### config.mk
export PLATFORM = sky130hd
export DESIGN_NAME = scsi_arb_sel
export DESIGN_NICKNAME = d
export VERILOG_FILES = /design/src/scsi_conn_pkg.sv /design/src/scsi_delay_cnt.sv /design/src/scsi_sel_check.sv /design/src/scsi_arb_sel.sv
export SDC_FILE = /design/constraint.sdc
export NUM_CORES = 1
export LEC_CHECK = 0
export BUFFER_PORTS_ARGS = -buffer_cell sky130_fd_sc_hd__buf_2
export CAP_MARGIN = 30
export CORE_MARGIN = 2
export CORE_UTILIZATION = 40
export DETAILED_ROUTE_END_ITERATION = 12
export GPL_TIMING_DRIVEN = 0
export MAX_ROUTING_LAYER = met4
export PLACE_DENSITY = 0.56
export SLEW_MARGIN = 30
export SYNTH_ARGS = -nofsm -noshare
export SYNTH_HDL_FRONTEND = slang
export SYNTH_SLANG_ARGS = --single-unit
export TNS_END_PERCENT = 100
### constraint.sdc
create_clock -name mclk -period 11.7 [get_ports mclk]
set_input_delay 0 -clock mclk [delete_from_list [all_inputs] [get_ports mclk]]
set_output_delay 0 -clock mclk [all_outputs]
set_load 0.05 [all_outputs]
### src/scsi_conn_pkg.sv
// constants and types for the scsi connection-start block
package scsi_conn_pkg;
  // ****************************************
  // clock and times
  // ****************************************
  localparam int CLK_PERIOD_NS = 10;
  localparam int SETTLE_NS = 400;
  localparam int CLEAR_NS = 800;
  localparam int FREE_NS = 800;
  localparam int SET_NS = 1800;
  localparam int ARB_NS = 2400;
  localparam int DESKEW_NS = 45;
  localparam int HOLD_NS = 45;
  localparam int NEGATE_NS = 90;
  localparam int RSTHOLD_NS = 25000;
  localparam int SELABORT_US = 200;
  localparam int SELTIMEOUT_MS = 250;
  localparam int POWERUP_MS = 10000;
  localparam int HARDRESET_MS = 250;
  // minimums round up, maximums round down
  localparam int SETTLE_CYC = (SETTLE_NS + CLK_PERIOD_NS - 1) / CLK_PERIOD_NS;
  localparam int FREE_CYC = (FREE_NS + CLK_PERIOD_NS - 1) / CLK_PERIOD_NS;
  localparam int SET_CYC = SET_NS / CLK_PERIOD_NS;
  localparam int CLEAR_CYC = CLEAR_NS / CLK_PERIOD_NS;
  localparam int ARB_CYC = (ARB_NS + CLK_PERIOD_NS - 1) / CLK_PERIOD_NS;
  localparam int HOLD_CYC = (HOLD_NS + CLK_PERIOD_NS - 1) / CLK_PERIOD_NS;
  localparam int NEGATE_CYC = (NEGATE_NS + CLK_PERIOD_NS - 1) / CLK_PERIOD_NS;
  localparam int WINHOLD_CYC = (CLEAR_NS + SETTLE_NS + CLK_PERIOD_NS - 1) / CLK_PERIOD_NS;
  localparam int SELABORT_CYC = SELABORT_US * 1000 / CLK_PERIOD_NS;
  localparam int SELTIMEOUT_CYC = SELTIMEOUT_MS * 100000;
  localparam int READY_CYC = HARDRESET_MS * 100000;
  localparam int CNT_W = 26;
  // ****************************************
  // states
  // ****************************************
  typedef enum logic [7:0] {
    ST_IDLE = 8'h01,
    ST_FREEWAIT = 8'h02,
    ST_ARB = 8'h04,
    ST_WON = 8'h08,
    ST_LOST = 8'h10,
    ST_SELECTED = 8'h20,
    ST_WAITSEL = 8'h40,
    ST_CONNECTED = 8'h80
  } conn_state_t;
endpackage

### src/scsi_delay_cnt.sv
// cycle counter that flags when a level has stood long enough
`timescale 1ns/1ps
`default_nettype none
module scsi_delay_cnt
  import scsi_conn_pkg::*;
#(
  parameter int LIMIT = 40
) (
  // clock
  input wire logic mclk,
  input wire logic rst,
  input wire logic ce,
  // level and result
  input wire logic level,
  output var logic done
);
  logic [CNT_W-1:0] cnt_q;
  assign done = level && (cnt_q >= CNT_W'(LIMIT));
  always_ff @(posedge mclk or posedge rst) begin
    if (rst) begin
      cnt_q <= '0;
    end else if (ce) begin
      if (!level) begin
        cnt_q <= '0;
      end else if (!done) begin
        cnt_q <= cnt_q + 1'b1;
      end
    end
  end
endmodule
`default_nettype wire

### src/scsi_sel_check.sv
// decides whether the data bus holds a valid selection of this id
`timescale 1ns/1ps
`default_nettype none
module scsi_sel_check (
  // bus view
  input wire logic [7:0] dataIn,
  input wire logic parityIn,
  input wire logic [7:0] ownBit,
  // verdict
  output var logic valid,
  output var logic [7:0] otherBits
);
  function automatic logic [3:0] popcnt(input logic [7:0] v);
    logic [3:0] n;
    n = 4'h0;
    for (int i = 0; i < 8; i++) begin
      n = n + {3'h0, v[i]};
    end
    return n;
  endfunction
  wire logic parityOk;
  // odd parity over data and parity bit
  assign parityOk = ^{dataIn, parityIn};
  assign otherBits = dataIn & ~ownBit;
  assign valid = parityOk && (popcnt(dataIn) <= 4'h2) && ((dataIn & ownBit) != 8'h00);
endmodule
`default_nettype wire

### src/scsi_arb_sel.sv
// bus free, arbitration and target selection logic
`timescale 1ns/1ps
`default_nettype none
module scsi_arb_sel
  import scsi_conn_pkg::*;
#(
  parameter int SELTIMEOUT = SELTIMEOUT_CYC,
  parameter int READY = READY_CYC
) (
  // clock and reset
  input wire logic mclk,
  input wire logic rst,
  input wire logic ce,
  // own identity and user requests
  input wire logic [2:0] ownId,
  input wire logic arbReq,
  input wire logic reqPulse,
  input wire logic [7:0] txData,
  input wire logic release_,
  // bus inputs
  input wire logic busyIn,
  input wire logic selIn,
  input wire logic ioIn,
  input wire logic atnIn,
  input wire logic busRstIn,
  input wire logic [7:0] dataIn,
  input wire logic parityIn,
  // bus outputs, enable low drives the line
  output logic busyOut,
  output logic busyOe_n,
  output logic selOut,
  output logic selOe_n,
  output logic reqOut,
  output logic reqOe_n,
  output logic [7:0] dataOut,
  output logic dataOe_n,
  // status
  output logic busFree,
  output logic arbWon,
  output logic arbLost,
  output logic selected,
  output logic [7:0] initiatorBits,
  output logic atnSeen,
  output logic ready,
  output logic selTimeout
);
  // ****************************************
  // timing detectors
  // ****************************************
  wire logic idleLvl;
  wire logic freeDet;
  wire logic freeDelayDone;
  wire logic arbDone;
  wire logic winHoldDone;
  wire logic selLvl;
  wire logic selDet;
  wire logic selValid;
  wire logic [7:0] otherBits;
  wire logic [7:0] ownBit;
  wire logic higherSeen;
  conn_state_t state_q, state_d;
  logic [CNT_W-1:0] tmr_q;
  logic [CNT_W-1:0] readyCnt_q;
  logic [3:0] reqCnt_q;

  assign ownBit = 8'h01 << ownId;
  assign idleLvl = !busyIn && !selIn;
  assign selLvl = selIn && !busyIn && !ioIn && dataIn[ownId];

  scsi_delay_cnt #(.LIMIT(SETTLE_CYC)) u_free (
    .mclk(mclk), .rst(rst), .ce(ce), .level(idleLvl), .done(freeDet)
  );
  scsi_delay_cnt #(.LIMIT(SETTLE_CYC)) u_sel (
    .mclk(mclk), .rst(rst), .ce(ce), .level(selLvl), .done(selDet)
  );
  scsi_sel_check u_chk (
    .dataIn(dataIn), .parityIn(parityIn), .ownBit(ownBit),
    .valid(selValid), .otherBits(otherBits)
  );

  // ****************************************
  // phase sequencer
  // ****************************************
  // dataIn sees the wired-or of all ids; any bit above ours beats us
  assign higherSeen = (dataIn & ~((ownBit << 1) - 8'h01) & ~ownBit) != 8'h00;
  assign freeDelayDone = tmr_q >= CNT_W'(FREE_CYC);
  assign arbDone = tmr_q >= CNT_W'(ARB_CYC);
  assign winHoldDone = tmr_q >= CNT_W'(WINHOLD_CYC);

  always_comb begin
    state_d = state_q;
    case (state_q)
      ST_IDLE: begin
        if (selDet && selValid) begin
          state_d = ST_SELECTED;
        end else if (arbReq && freeDet) begin
          state_d = ST_FREEWAIT;
        end
      end
      ST_FREEWAIT: begin
        // too late past bus set delay, or bus taken: start over
        if (!idleLvl || tmr_q >= CNT_W'(SET_CYC)) begin
          state_d = ST_IDLE;
        end else if (freeDelayDone) begin
          state_d = ST_ARB;
        end
      end
      ST_ARB: begin
        if (selIn) begin
          state_d = ST_LOST;
        end else if (arbDone) begin
          state_d = higherSeen ? ST_LOST : ST_WON;
        end
      end
      ST_WON: begin
        if (winHoldDone && release_) begin
          state_d = ST_IDLE;
        end
      end
      ST_LOST: begin
        state_d = ST_IDLE;
      end
      ST_SELECTED: begin
        state_d = ST_WAITSEL;
      end
      ST_WAITSEL: begin
        if (!selIn) begin
          state_d = ST_CONNECTED;
        end else if (release_) begin
          state_d = ST_IDLE;
        end
      end
      ST_CONNECTED: begin
        if (release_) begin
          state_d = ST_IDLE;
        end
      end
      default: state_d = ST_IDLE;
    endcase
    if (busRstIn) begin
      state_d = ST_IDLE;
    end
  end

  always_ff @(posedge mclk or posedge rst) begin
    if (rst) begin
      state_q <= ST_IDLE;
      tmr_q <= '0;
    end else if (ce) begin
      state_q <= state_d;
      tmr_q <= (state_d != state_q) ? '0 : tmr_q + 1'b1;
    end
  end

  // ****************************************
  // pin drivers
  // ****************************************
  wire logic driveBusy;
  wire logic driveId;
  wire logic reqAllowed;
  // sync pulses: REQ high then negated, data held through both windows
  assign reqAllowed = (state_q == ST_CONNECTED) && (reqCnt_q == 4'h0) && reqPulse;
  assign driveBusy = (state_d == ST_ARB) || (state_d == ST_WON) ||
    (state_d == ST_SELECTED) || (state_d == ST_WAITSEL) || (state_d == ST_CONNECTED);
  assign driveId = (state_d == ST_ARB) || (state_d == ST_WON);

  always_ff @(posedge mclk or posedge rst) begin
    if (rst) begin
      busyOut <= 1'b0;
      busyOe_n <= 1'b1;
      selOut <= 1'b0;
      selOe_n <= 1'b1;
      reqOut <= 1'b0;
      reqOe_n <= 1'b1;
      dataOut <= 8'h00;
      dataOe_n <= 1'b1;
      reqCnt_q <= 4'h0;
    end else if (ce) begin
      busyOut <= driveBusy;
      busyOe_n <= !driveBusy;
      selOut <= (state_d == ST_WON);
      selOe_n <= !(state_d == ST_WON);
      if (state_d != ST_CONNECTED) begin
        reqOut <= 1'b0;
        reqOe_n <= 1'b1;
        reqCnt_q <= 4'h0;
        dataOut <= driveId ? ownBit : 8'h00;
        dataOe_n <= !driveId;
      end else if (reqAllowed) begin
        reqOut <= 1'b1;
        reqOe_n <= 1'b0;
        dataOut <= txData;
        dataOe_n <= 1'b0;
        reqCnt_q <= 4'(NEGATE_CYC + HOLD_CYC);
      end else begin
        if (reqCnt_q == 4'(NEGATE_CYC + 1)) begin
          reqOut <= 1'b0;
        end
        if (reqCnt_q != 4'h0) begin
          reqCnt_q <= reqCnt_q - 4'h1;
        end
      end
    end
  end

  // ****************************************
  // status
  // ****************************************
  always_ff @(posedge mclk or posedge rst) begin
    if (rst) begin
      busFree <= 1'b0;
      arbWon <= 1'b0;
      arbLost <= 1'b0;
      selected <= 1'b0;
      initiatorBits <= 8'h00;
      atnSeen <= 1'b0;
      ready <= 1'b0;
      readyCnt_q <= '0;
      selTimeout <= 1'b0;
    end else if (ce) begin
      busFree <= freeDet;
      arbWon <= (state_d == ST_WON);
      arbLost <= (state_d == ST_LOST);
      selected <= (state_d == ST_SELECTED) || (state_d == ST_WAITSEL) ||
        (state_d == ST_CONNECTED);
      if (state_d == ST_SELECTED) begin
        initiatorBits <= otherBits;
        atnSeen <= atnIn;
      end
      // bus reset restarts the readiness count, like a hard reset
      if (busRstIn) begin
        readyCnt_q <= '0;
        ready <= 1'b0;
      end else if (readyCnt_q >= CNT_W'(READY)) begin
        ready <= 1'b1;
      end else begin
        readyCnt_q <= readyCnt_q + 1'b1;
      end
      // winner flags selTimeout after SELTIMEOUT cycles in won; release_ can end the wait once the win hold is done
      selTimeout <= (state_q == ST_WON) && (tmr_q >= CNT_W'(SELTIMEOUT));
    end
  end

  // ****************************************
  // checks
  // ****************************************
  // outputs are registered, so most checks look one edge after the decision
  AST_SEL_HOLD: assert property (@(posedge mclk) disable iff (rst)
    $rose(selOut) |-> selOut [*8]) else $error("sel dropped too early");
  AST_NO_REQ_UNDER_SEL: assert property (@(posedge mclk) disable iff (rst)
    (selIn && state_q == ST_WAITSEL) |=> !$rose(reqOut)) else $error("req while sel");
  AST_BSY_AFTER_SEL: assert property (@(posedge mclk) disable iff (rst || !ce)
    (state_q == ST_SELECTED && !busRstIn) |-> ##1 busyOut) else $error("bsy late on selection");
  AST_ARB_WAIT: assert property (@(posedge mclk) disable iff (rst || !ce)
    $rose(selOut) |-> $past(busyOut, ARB_CYC))
    else $error("arbitration judged early");
  AST_FREE_WAIT: assert property (@(posedge mclk) disable iff (rst)
    (state_q == ST_FREEWAIT) |-> busyOe_n && dataOe_n) else $error("drove in free delay");
  AST_LOSE_RELEASE: assert property (@(posedge mclk) disable iff (rst || !ce)
    (state_q == ST_ARB && selIn && !busRstIn) |-> ##[1:2] busyOe_n)
    else $error("loser kept bsy");
  AST_FREE_DETECT: assert property (@(posedge mclk) disable iff (rst || !ce)
    freeDet |-> $past(idleLvl, SETTLE_CYC)) else $error("free seen without idle");
  AST_REQ_NEG: assert property (@(posedge mclk) disable iff (rst || !ce)
    $fell(reqOut) |-> !reqOut [*8]) else $error("req negation too short");
  AST_RST_CLEAR: assert property (@(posedge mclk) disable iff (rst || !ce)
    busRstIn |=> busyOe_n && selOe_n && dataOe_n) else $error("bus reset not cleared");
  COV_WIN: cover property (@(posedge mclk) disable iff (rst) $rose(arbWon));
  COV_LOSE: cover property (@(posedge mclk) disable iff (rst) $rose(arbLost));
  COV_SELECT: cover property (@(posedge mclk) disable iff (rst) $rose(selected));
  COV_REQ: cover property (@(posedge mclk) disable iff (rst) $rose(reqOut));
endmodule
`default_nettype wire

==> After elaboration in Yosys (flattened, before gate mapping) <==
Cells that the tools add are included.
{ "op_classes": {"addsub": 13, "n_lt_le_gt_ge": 10, "n_eq_ne": 19, "n_shift": 1, "n_mux": 35, "n_bitwise": 6, "n_reduce_logical": 45} }
{ "ops": {"columns": ["op", "count"], "rows": [
  ["26-bit 2-to-1 mux", 7],
  ["26-bit by 1-bit adder with 26-bit output (second input constant)", 4],
  ["8-bit 2-to-1 mux", 13],
  ["8-bit one-hot mux with 7 select lines", 1],
  ["26-bit by 25-bit greater-or-equal comparator with 1-bit output (second input constant)", 2],
  ["26-bit by 6-bit greater-or-equal comparator with 1-bit output (second input constant)", 2],
  ["26-bit by 7-bit greater-or-equal comparator with 1-bit output (second input constant)", 2],
  ["26-bit by 8-bit greater-or-equal comparator with 1-bit output (second input constant)", 2],
  ["8-bit AND", 4],
  ["4-bit by 1-bit adder with 4-bit output", 6],
  ["8-bit by 3-bit == test with 1-bit output (second input constant)", 2],
  ["8-bit by 4-bit == test with 1-bit output (second input constant)", 2],
  ["8-bit by 6-bit == test with 1-bit output (second input constant)", 2],
  ["8-bit by 7-bit == test with 1-bit output (second input constant)", 2],
  ["8-bit == test (second input constant)", 2],
  ["8-bit inverter", 2],
  ["2-bit AND reduction", 8],
  ["8-bit nonzero test", 2],
  ["1-bit logical AND", 14],
  ["4-bit 2-to-1 mux", 3],
  ["1-bit 2-to-1 mux", 9],
  ["9-bit XOR reduction", 1],
  ["8-bit by 1-bit == test with 1-bit output (second input constant)", 1],
  ["8-bit by 2-bit == test with 1-bit output (second input constant)", 1],
  ["other kinds (19)", 35]
]} }
{ "word_totals": {"ff_bits": 145, "in_bits": 31, "out_inout_bits": 30} }

==> Logic depth before layout (Yosys ltp) <==
Gate-level depths: netlist (run 1).
{ "logic_depth": {"word_depth": 20, "depth_mapped": 17, "depth_no_buf": 15} }

==> Cells and area by module <==
From an unflattened synthesis (run 1), not the netlist that was laid out.
{ "hier_totals": {"cells_unflattened": 836, "hier_area_um2": 8104.0} }
{ "modules_own_cells": {"columns": ["mod", "instances", "cells_per_inst", "area_per_inst_um2"], "rows": [
  ["scsi_arb_sel", 1, 619, 5616.6],
  ["scsi_delay_cnt", 2, 87, 1074.8],
  ["scsi_sel_check", 1, 43, 337.8]
]} }

==> Worst setup path after synthesis (run 1) <==
OpenSTA, ideal clock, no wires.
{ "synth_path": {"path_type": "input to register", "start": "input port dataIn[0]", "end": "register tmr_q[12]", "setup_time_ns": 0.119, "t_arrival_ns": 3.770, "required_time_ns": 11.581, "path_slack_ns": 7.811, "cell_stages": 16, "cell_sequence": "ha_1 inv_1 fa_1 fa_1 fa_1 inv_1 fa_1 inv_1 o22ai_1 or4_1 clkbuf_1 a221oi_1 nor4_4 a21oi_2 buf_6 nor2_2"} }
{ "synth_between": {"elab_chain_len": 16} }
{ "synth_rtl": {"columns": ["element", "line", "text"], "rows": [
  ["start, declared", "scsi_arb_sel.sv:26", "input wire logic [7:0] dataIn,"],
  ["1-bit by 1-bit adder with 2-bit output", "scsi_sel_check.sv:17", "n = n + {3'h0, v[i]};"],
  ["4-bit by 1-bit adder with 4-bit output (6 in series)", "scsi_sel_check.sv:17", null],
  ["4-bit by 2-bit less-or-equal comparator with 1-bit output", "scsi_sel_check.sv:25", "assign valid = parityOk && (popcnt(dataIn) <= 4'h2) && ((dataIn & ownBit) != 8'h00);"],
  ["1-bit logical AND (2 in series)", "scsi_sel_check.sv:25", null],
  ["1-bit logical AND", "scsi_arb_sel.sv:94", "if (selDet && selValid) begin"],
  ["8-bit 2-to-1 mux", "scsi_arb_sel.sv:94", null],
  ["8-bit one-hot mux with 7 select lines (*)", "scsi_arb_sel.sv:92", "case (state_q)"],
  ["8-bit 2-to-1 mux (*)", "scsi_arb_sel.sv:140", "if (busRstIn) begin"],
  ["8-bit != test (*)", "scsi_arb_sel.sv:151", "tmr_q <= (state_d != state_q) ? '0 : tmr_q + 1'b1;"],
  ["26-bit 2-to-1 mux (*)", "scsi_arb_sel.sv:151", null],
  ["end signal, assigned", "scsi_arb_sel.sv:151", null],
  ["end, declared", "scsi_arb_sel.sv:62", "logic [CNT_W-1:0] tmr_q;"]
]} }
Every way passes the cells marked *; elsewhere a longest branch is shown, timed or not. The select of a mux whose other input is x is not followed.
A chain may end at the register's enable or synchronous reset.

==> Worst setup path in the final report (run 1) <==
{ "layout_path": {"start": "input port dataIn[1]", "end": "register initiatorBits[2]"} }
{ "layout_between": {"elab_chain_len": 16} }
{ "layout_rtl": {"columns": ["element", "line", "text"], "rows": [
  ["1-bit by 1-bit adder with 2-bit output", "scsi_sel_check.sv:17", null],
  ["4-bit by 1-bit adder with 4-bit output (6 in series)", "scsi_sel_check.sv:17", null],
  ["4-bit by 2-bit less-or-equal comparator with 1-bit output", "scsi_sel_check.sv:25", null],
  ["1-bit logical AND (2 in series)", "scsi_sel_check.sv:25", null],
  ["1-bit logical AND", "scsi_arb_sel.sv:94", null],
  ["8-bit 2-to-1 mux", "scsi_arb_sel.sv:94", null],
  ["8-bit one-hot mux with 7 select lines (*)", "scsi_arb_sel.sv:92", null],
  ["8-bit 2-to-1 mux (*)", "scsi_arb_sel.sv:140", null],
  ["8-bit by 6-bit == test with 1-bit output (*)", "scsi_arb_sel.sv:226", "if (state_d == ST_SELECTED) begin"],
  ["2-bit AND reduction (no line) (*)", null, null],
  ["end signal, assigned", "scsi_arb_sel.sv:227", "initiatorBits <= otherBits;"],
  ["end, declared", "scsi_arb_sel.sv:42", "output logic [7:0] initiatorBits,"]
]} }
Marks and branches as above.

==> results of run 1 <==
cells in the final DEF, fill, tap and decap left out, types with 14 or more instances in the layout:
cell / netlist / final
nor3_1: 14 / 14
or4_1: 17 / 17
clkbuf_16: 0 / 17
nand4_1: 25 / 25
nand3_1: 36 / 36
buf_2: 5 / 61
o21a_1: 14 / 14
nor4_1: 19 / 19
or3_1: 16 / 16
xor2_1: 20 / 20
o31ai_1: 15 / 15
nor2_1: 98 / 98
clkbuf_1: 29 / 30
o21ai_0: 52 / 52
ha_1: 14 / 14
dfrtp_1: 140 / 140
nand2_1: 72 / 72
inv_1: 44 / 43
xnor2_1: 17 / 17
dlygate4sd3_1: 0 / 20
a21oi_1: 48 / 48
and3_1: 19 / 19
cells by family after synthesis:
group | Yosys count
compound gates | 212
xor+xnor | 38
fa+ha+maj | 18
buf+inv | 84
flops | 145
mux | 10
simple gates | 375
layer usage:
| layer | part of all wire | global-route usage | vias to the layer above |
|---|---|---|---|
| li1 | - | - | 3369 |
| met1 | 0.48 | 0.275 | 3249 |
| met2 | 0.47 | 0.322 | 112 |
| met3 | 0.032 | 0.0370 | 20 |
| met4 | 0.017 | 0.0627 | 0 |
| met5 | 0 | - | - |
worst min-delay path by stage:
stage	slack (ns)	to	startpoint
after global placement	0.23	dataOut[7]	txData[7]
after CTS	0.01	dataOut[1]	ownId[2]
final	0.03	u_free.cnt_q[0]	busyIn
after floorplan	0.14	initiatorBits[0]	dataIn[0]
after detailed placement	0.15	u_free.cnt_q[2]	rst
after global routing	0.08	dataOut[7]	ownId[0]
Yosys cell counts (all sizes together), types with 19 or more instances:
| cell type | n |
|---|---|
| nand2 | 72 |
| xor2 | 20 |
| o21ai | 55 |
| and3 | 19 |
| clkbuf | 29 |
| nor4 | 20 |
| nand3 | 36 |
| nand4 | 25 |
| a21oi | 49 |
| nor2 | 109 |
| dfrtp | 140 |
| inv | 44 |
worst max-delay path, cell delays in order:
cell	delay [ns]
dlygate4sd3_1	0.54
buf_2	0.17
ha_1	0.28
inv_1	0.04
fa_1	0.49
fa_1	0.42
fa_1	0.36
inv_1	0.09
fa_1	0.19
nand2_1	0.06
a211oi_1	0.21
o22ai_1	0.13
or4_1	0.55
clkbuf_1	0.21
or3_1	0.38
clkbuf_1	0.27
clkbuf_1	0.33
nand2_1	0.14
o31ai_1	0.07
dlygate4sd3_1	0.57
power by group through the flow:
stage	registers [uW]	clock network, uW	logic (uW)
after floorplan	537	0	129
after global placement	535	0	178
after detailed placement	535	0	180
after CTS	526	567	185
after global routing	528	586	208
final	526	554	184
layout make-up:
| type | instances | area (um2) |
|---|---|---|
| multi-input combinational | 653 | 4020 |
| timing repair buffer | 77 | 508 |
| tap | 265 | 332 |
| fill | 1917 | 10100 |
| buffer | 40 | 186 |
| clock buffer | 19 | 443 |
| clock inverter | 13 | 148 |
| sequential | 145 | 3630 |
| inverter | 44 | 173 |
metrics by stage:
| stage | setup slack (ns) | hold WS, ns | util | cell area, um2 |
|---|---|---|---|---|
| finish | 6.51 | 0.0301 | 0.483 | 9440 |
| detailed placement | 7.12 | 0.154 | 0.443 | 8650 |
| CTS | 6.50 | 0.0130 | 0.483 | 9440 |
| global placement | 5.92 | 0.233 | 0.441 | 8610 |
| floorplan | 7.81 | 0.136 | - | 8000 |
| global route | 6.19 | 0.0805 | 0.483 | 9440 |
sequential cells by signal, summed over array words and instances (netlist names), 4 cells and up:
register,cells
readyCnt_q,26
state_q,8
dataOut,8
tmr_q,26
u_sel.cnt_q,26
u_free.cnt_q,26
initiatorBits,8
reqCnt_q,4
timing repair:
item                      CTS  global route
setup buffers               0             0
hold endpoints to repair  106             0
hold buffers               20             0
==> flow_summary.toml, run 1 <==
[floorplanning]
initial_core_util = 0.410
io_pins = 61
coreArea_mm2 = 0.0195
die_h_um = 145
die_area_mm2 = 0.0212
die_w_um = 145
num_rows = 51

[synth]
synth_edf_count = 0
synthTopCellsByArea = "dfrtp_1 44%, nor2_1 4.6%, nand2_1 3.4%"
synth_warnings = 0
yosys.area_share.simple = 0.241
avgSynthCellArea_um2 = 9.07
synth-main-ff-cell = "dfrtp_1"
ys_seq_area_frac = 0.454
yosysUniqueCellTypes = 70
synth_top_cell_by_area = "dfrtp_1"
syn-cell-area_mm2 = 0.00800
syn_nets = 931
synth_mux_area_frac = 0.0133
synth_top_area_frac = 0.438
synthXorXnorAreaFrac = 0.0433
ys_ff_latch = 145
synth_fa_ha_area_frac = 0.0319
async_flop_share = 1.00
synth_top_family_by_area = "simple AND/OR/NAND/NOR gates"
synth-compound-area-share = 0.172
syn-instance-count = 882

[global_routing]
grt_pass1_vias = 6656
grtUsageTotal = 0.206
antenna_found_initial = 0
grt-ovfl-total = 0
grt_max_degree = 89
grt_pass1_wl_um = 34500

[worst_setup_path]
worst_ep_required_time_ns = 12.01
rr_worst_depth = 10
startpoint_type = "input port"
crit_path_start = "dataIn[1]"
r2r_slack_ns = 7.75
r2r_end = "initiatorBits[2]"
setup.worst_path.end = "initiatorBits[2]"
timing.rr.start = "state_q[1]"
cp.arrival_ns = 5.50
crit_path_max_fanout = 10
cp-end-kind = "flop"
timing.setup.critical_path_class = "in2reg"

[finish]
layout.nets = 1027
area_delta_synth_final_pct = 18.0
drive_gt1_frac = 0.135
final_cells = 1256
antennaDiodeCount = 0

[routing]
wirelength_um = 20400
viasPerCell = 5.37
final_antenna_net_count = 0
drtPass1Iterations = 5
vias = 6750
drc = 0
wl_per_cell_um = 16.3
first_iter_violations = 399

[cts]
insertion_delay_ns = 0.42
htreeDepth = 4
cts_resized = 0
ctsLongestPathBuffers = 2
cts-root-buf = "clkbuf_16"
cts.sinks = 145
clk_pin_slew_worst_paths_ns = 0.07
numCtsBuffers = 17
cts_tree = "yes"

[status]
outcome = "completed"

[pwr]
p_total_uw = 1260
p_switching_uw = 359
internal-power_uw = 906
power_density_mw_per_mm2 = 134
peakVddDrop_mv = 0.110
seqPwrFrac = 0.416
p_clk_frac = 0.438
share_comb_of_total_power = 0.146
leakage_uw = 0.00427
p_sw_frac = 0.284

[sta]
max_freq_mhz = 193
fin_worst_skew_ns = 0.0135
rsz0062_at_grt = "false"
period_needed_ns = 5.19
fin_crit_sh = 0.443
finalMaxSlewViolations = 0
slew_headroom = 0.466
hold_viol = 0
tightest_slew_ns = 0.801
finalSetupViolCount = 0
finalSetupTns_ns = 0

[hold_path]
holdPathStages = 4
min_path_type = "in2reg"

[job]
max-cap-violations = 0

[place]
dp_hpwl_um = 14400
dp_cells = 1204
gp_congestion = 0.890
port_buffers = 56
Power figures use the tool's default switching activity.
==> run 2: changes to the inputs <==
--- a/config.mk
+++ b/config.mk
@@ -5,6 +5,7 @@
 export SDC_FILE = /design/constraint.sdc
 export NUM_CORES = 1
 export LEC_CHECK = 0
+export ABC_AREA = 1
 export BUFFER_PORTS_ARGS = -buffer_cell sky130_fd_sc_hd__buf_2
 export CAP_MARGIN = 30
 export CORE_MARGIN = 2
==> constraint.sdc (replaced) <==
create_clock -name mclk -period 4.8 [get_ports mclk]
set_input_delay 0 -clock mclk [delete_from_list [all_inputs] [get_ports mclk]]
set_output_delay 0 -clock mclk [all_outputs]
set_load 0.05 [all_outputs]
==> run 2 against run 1 <==
Net effect:
- non-clock buffer count is 15 lower
- register-to-register slack worse by 5.4 ns
- area after synthesis rose by 2.7%
- global-route usage down 1.7 points
- critical endpoint is now initiatorBits[5]
- sequential share of layout area fell by 0.98 points
- power grew 130%
- critical path depth is 1 lower
- die area is 2.7% higher
- worst hold slack better by 0.010 ns
- synthesized cell count rose by 21%
- highest routed layer unchanged
- cell count is 15% higher
==> flow_summary.toml, run 2 <==
[cts]
htreeDepth = 4
clk_pin_slew_worst_paths_ns = 0.07
insertion_delay_ns = 0.43
ctsLongestPathBuffers = 2
cts_resized = 0
cts_tree = "yes"
cts-root-buf = "clkbuf_16"
cts.sinks = 145
cts_setup_buffers = 0
numCtsBuffers = 17

[synth]
ys_ff_latch = 145
yosysUniqueCellTypes = 46
synth_top_area_frac = 0.426
synth_top_cell_by_area = "dfrtp_1"
yosysMostFrequentCell = "nand2_1"
syn-cell-area_mm2 = 0.00822
avgSynthCellArea_um2 = 7.70
synth_top_cells_by_count = "255 x nand2_1, 154 x inv_1, 143 x nor2_1, 140 x dfrtp_1, 71 x nand3_1"
synth-main-ff-cell = "dfrtp_1"
syn_nets = 1116
synth_warnings = 0
syn-instance-count = 1067
async_flop_share = 1.00
ys_seq_area_frac = 0.442
synth_edf_count = 0
synthTopCellsByArea = "dfrtp_1 43%, nand2_1 12%, inv_1 7.0%"

[routing]
wl_met1_um = 9580
vias = 6842
viasPerCell = 4.73
dr_wl_met3_um = 701
drtPass1Iterations = 5
wirelength_um = 18900
first_iter_violations = 475
dr_wl_met2_um = 8490
drc = 0
final_antenna_net_count = 0
wl_per_cell_um = 13.1
top_layer = "met4"

[finish]
layout.nets = 1215
antennaDiodeCount = 0
area_delta_synth_final_pct = 17.8
final_cells = 1447
layout_commonest_cell = "nand2_1"
drive_gt1_frac = 0.140
final_util = 0.480
final_cell_mix = "255 x nand2_1, 153 x inv_1, 143 x nor2_1"

[sta]
finalSetupTns_ns = 0
slew_headroom = 0.573
fin_worst_skew_ns = 0.0105
tightest_slew_ns = 0.641
finalMaxSlewViolations = 0
rsz0062_at_grt = "false"
hold_viol = 0
max_freq_mhz = 255
period_needed_ns = 3.91
finalSetupViolCount = 0
fin_crit_sh = 0.816

[worst_setup_path]
critPathMostFrequentCell = "fa_1"
slowest_delay_ns = 0.54
crit_path_start = "dataIn[0]"
worst_ep_required_time_ns = 5.12
cp.arrival_ns = 4.23
cp-end-kind = "flop"
startpoint_type = "input port"
timing.setup.critical_path_class = "in2reg"
slowest_stage = "dlygate4sd3_1"
crit_path_max_fanout = 10
timing.rr.start = "state_q[2]"
worstPathCellList = "dlygate4sd3_1 -> buf_2 -> ha_1 -> inv_1 -> fa_1 -> fa_1 -> fa_1 -> inv_1 -> fa_1 -> or2_2 -> a22oi_1 -> nand2_1 -> nor2_1 -> nand4_1 -> nor2_2 -> buf_2 -> nand2_1 -> o21ai_0 -> inv_1"

[floorplanning]
coreArea_mm2 = 0.0202
num_rows = 52
io_pins = 61
die_area_mm2 = 0.0217
die_w_um = 147
die_h_um = 147
initial_core_util = 0.408

[global_routing]
grt-ovfl-total = 0
antenna_found_initial = 0
grt_pass1_wl_um = 31900
grt_pass1_vias = 6583
grtUsageTotal = 0.189
grt_max_degree = 76

[job]
max-cap-violations = 0

[status]
outcome = "completed"

[place]
dp_cells = 1397
gp_congestion = 0.864
dp_hpwl_um = 13700
port_buffers = 59

[hold_path]
min_path_type = "in2reg"
worstHoldStart = "ownId[2]"

[pwr]
leakage_uw = 0.00477
power_density_mw_per_mm2 = 301
peakVddDrop_mv = 0.208
-- run 2: power by group --
group / internal, uW / switching, uW
Combinational: 95.9 / 204
Sequential: 1240 / 11.4
Clock: 828 / 537
Total: 2160 / 752
-- run 2: layer usage --
metal,vias to the layer above,track usage
met1,3178,0.265
met3,10,0.0429
met5,-,-
met4,0,0.0490
met2,108,0.279
li1,3546,-
-- run 2: critical path, delay by kind of cell --
kind            cells  cell delay [ns]
compound gates      2             0.25
fa+ha+maj           5             1.78
buf+inv             6             1.15
simple gates        6             1.05
-- run 2: metrics by stage --
stage / setup WS, ns / instance area (um2) / hold WS (ns) / power [uW]
after detailed placement: 0.970 / 8890 / 0.106 / 1560
after CTS: 0.836 / 9690 / 0.00564 / 2960
after floorplan: 0.914 / 8220 / 0.0993 / 1480
after global routing: 0.627 / 9690 / 0.0207 / 3050
final: 0.885 / 9690 / 0.0406 / 2920
after global placement: -1.04 / 8850 / 0.217 / 1560
-- run 2: cell type report --
type / instances / area [um2]
clock buffers: 18 / 439
well taps: 270 / 338
fillers: 2051 / 10500
clock inverters: 12 / 159
multi-input cells: 735 / 3830
plain buffers: 22 / 138
repair buffers: 80 / 523
flip-flops and latches: 145 / 3630
inverters: 165 / 627
-- run 2: kinds of logic after synthesis --
logic type	count (synthesis)	share of synthesized area
simple gates	585	0.328
buf+inv	187	0.0921
flops	145	0.442
compound gates	91	0.0626
xor+xnor	40	0.0426
fa+ha+maj	18	0.0311
mux	1	0.00122
-- run 2: timing repair --
item / CTS / global route
hold endpoints to repair: 91 / 0
hold buffers: 20 / 0
endpoints found under the setup margin: 0 / 0
-- run 2: worst paths after layout --
path / slack [ns] / end / cells after the start
min in group asynchronous: 0.18 / u_free.cnt_q[10] / 3
min: 0.04 / initiatorBits[4] / 4
max: 0.89 / initiatorBits[5] / 19
max reg2reg: 2.36 / dataOut[5] / 13
min reg2reg: 0.47 / reqOe_n / 2
max in group asynchronous: 3.83 / dataOe_n / 4
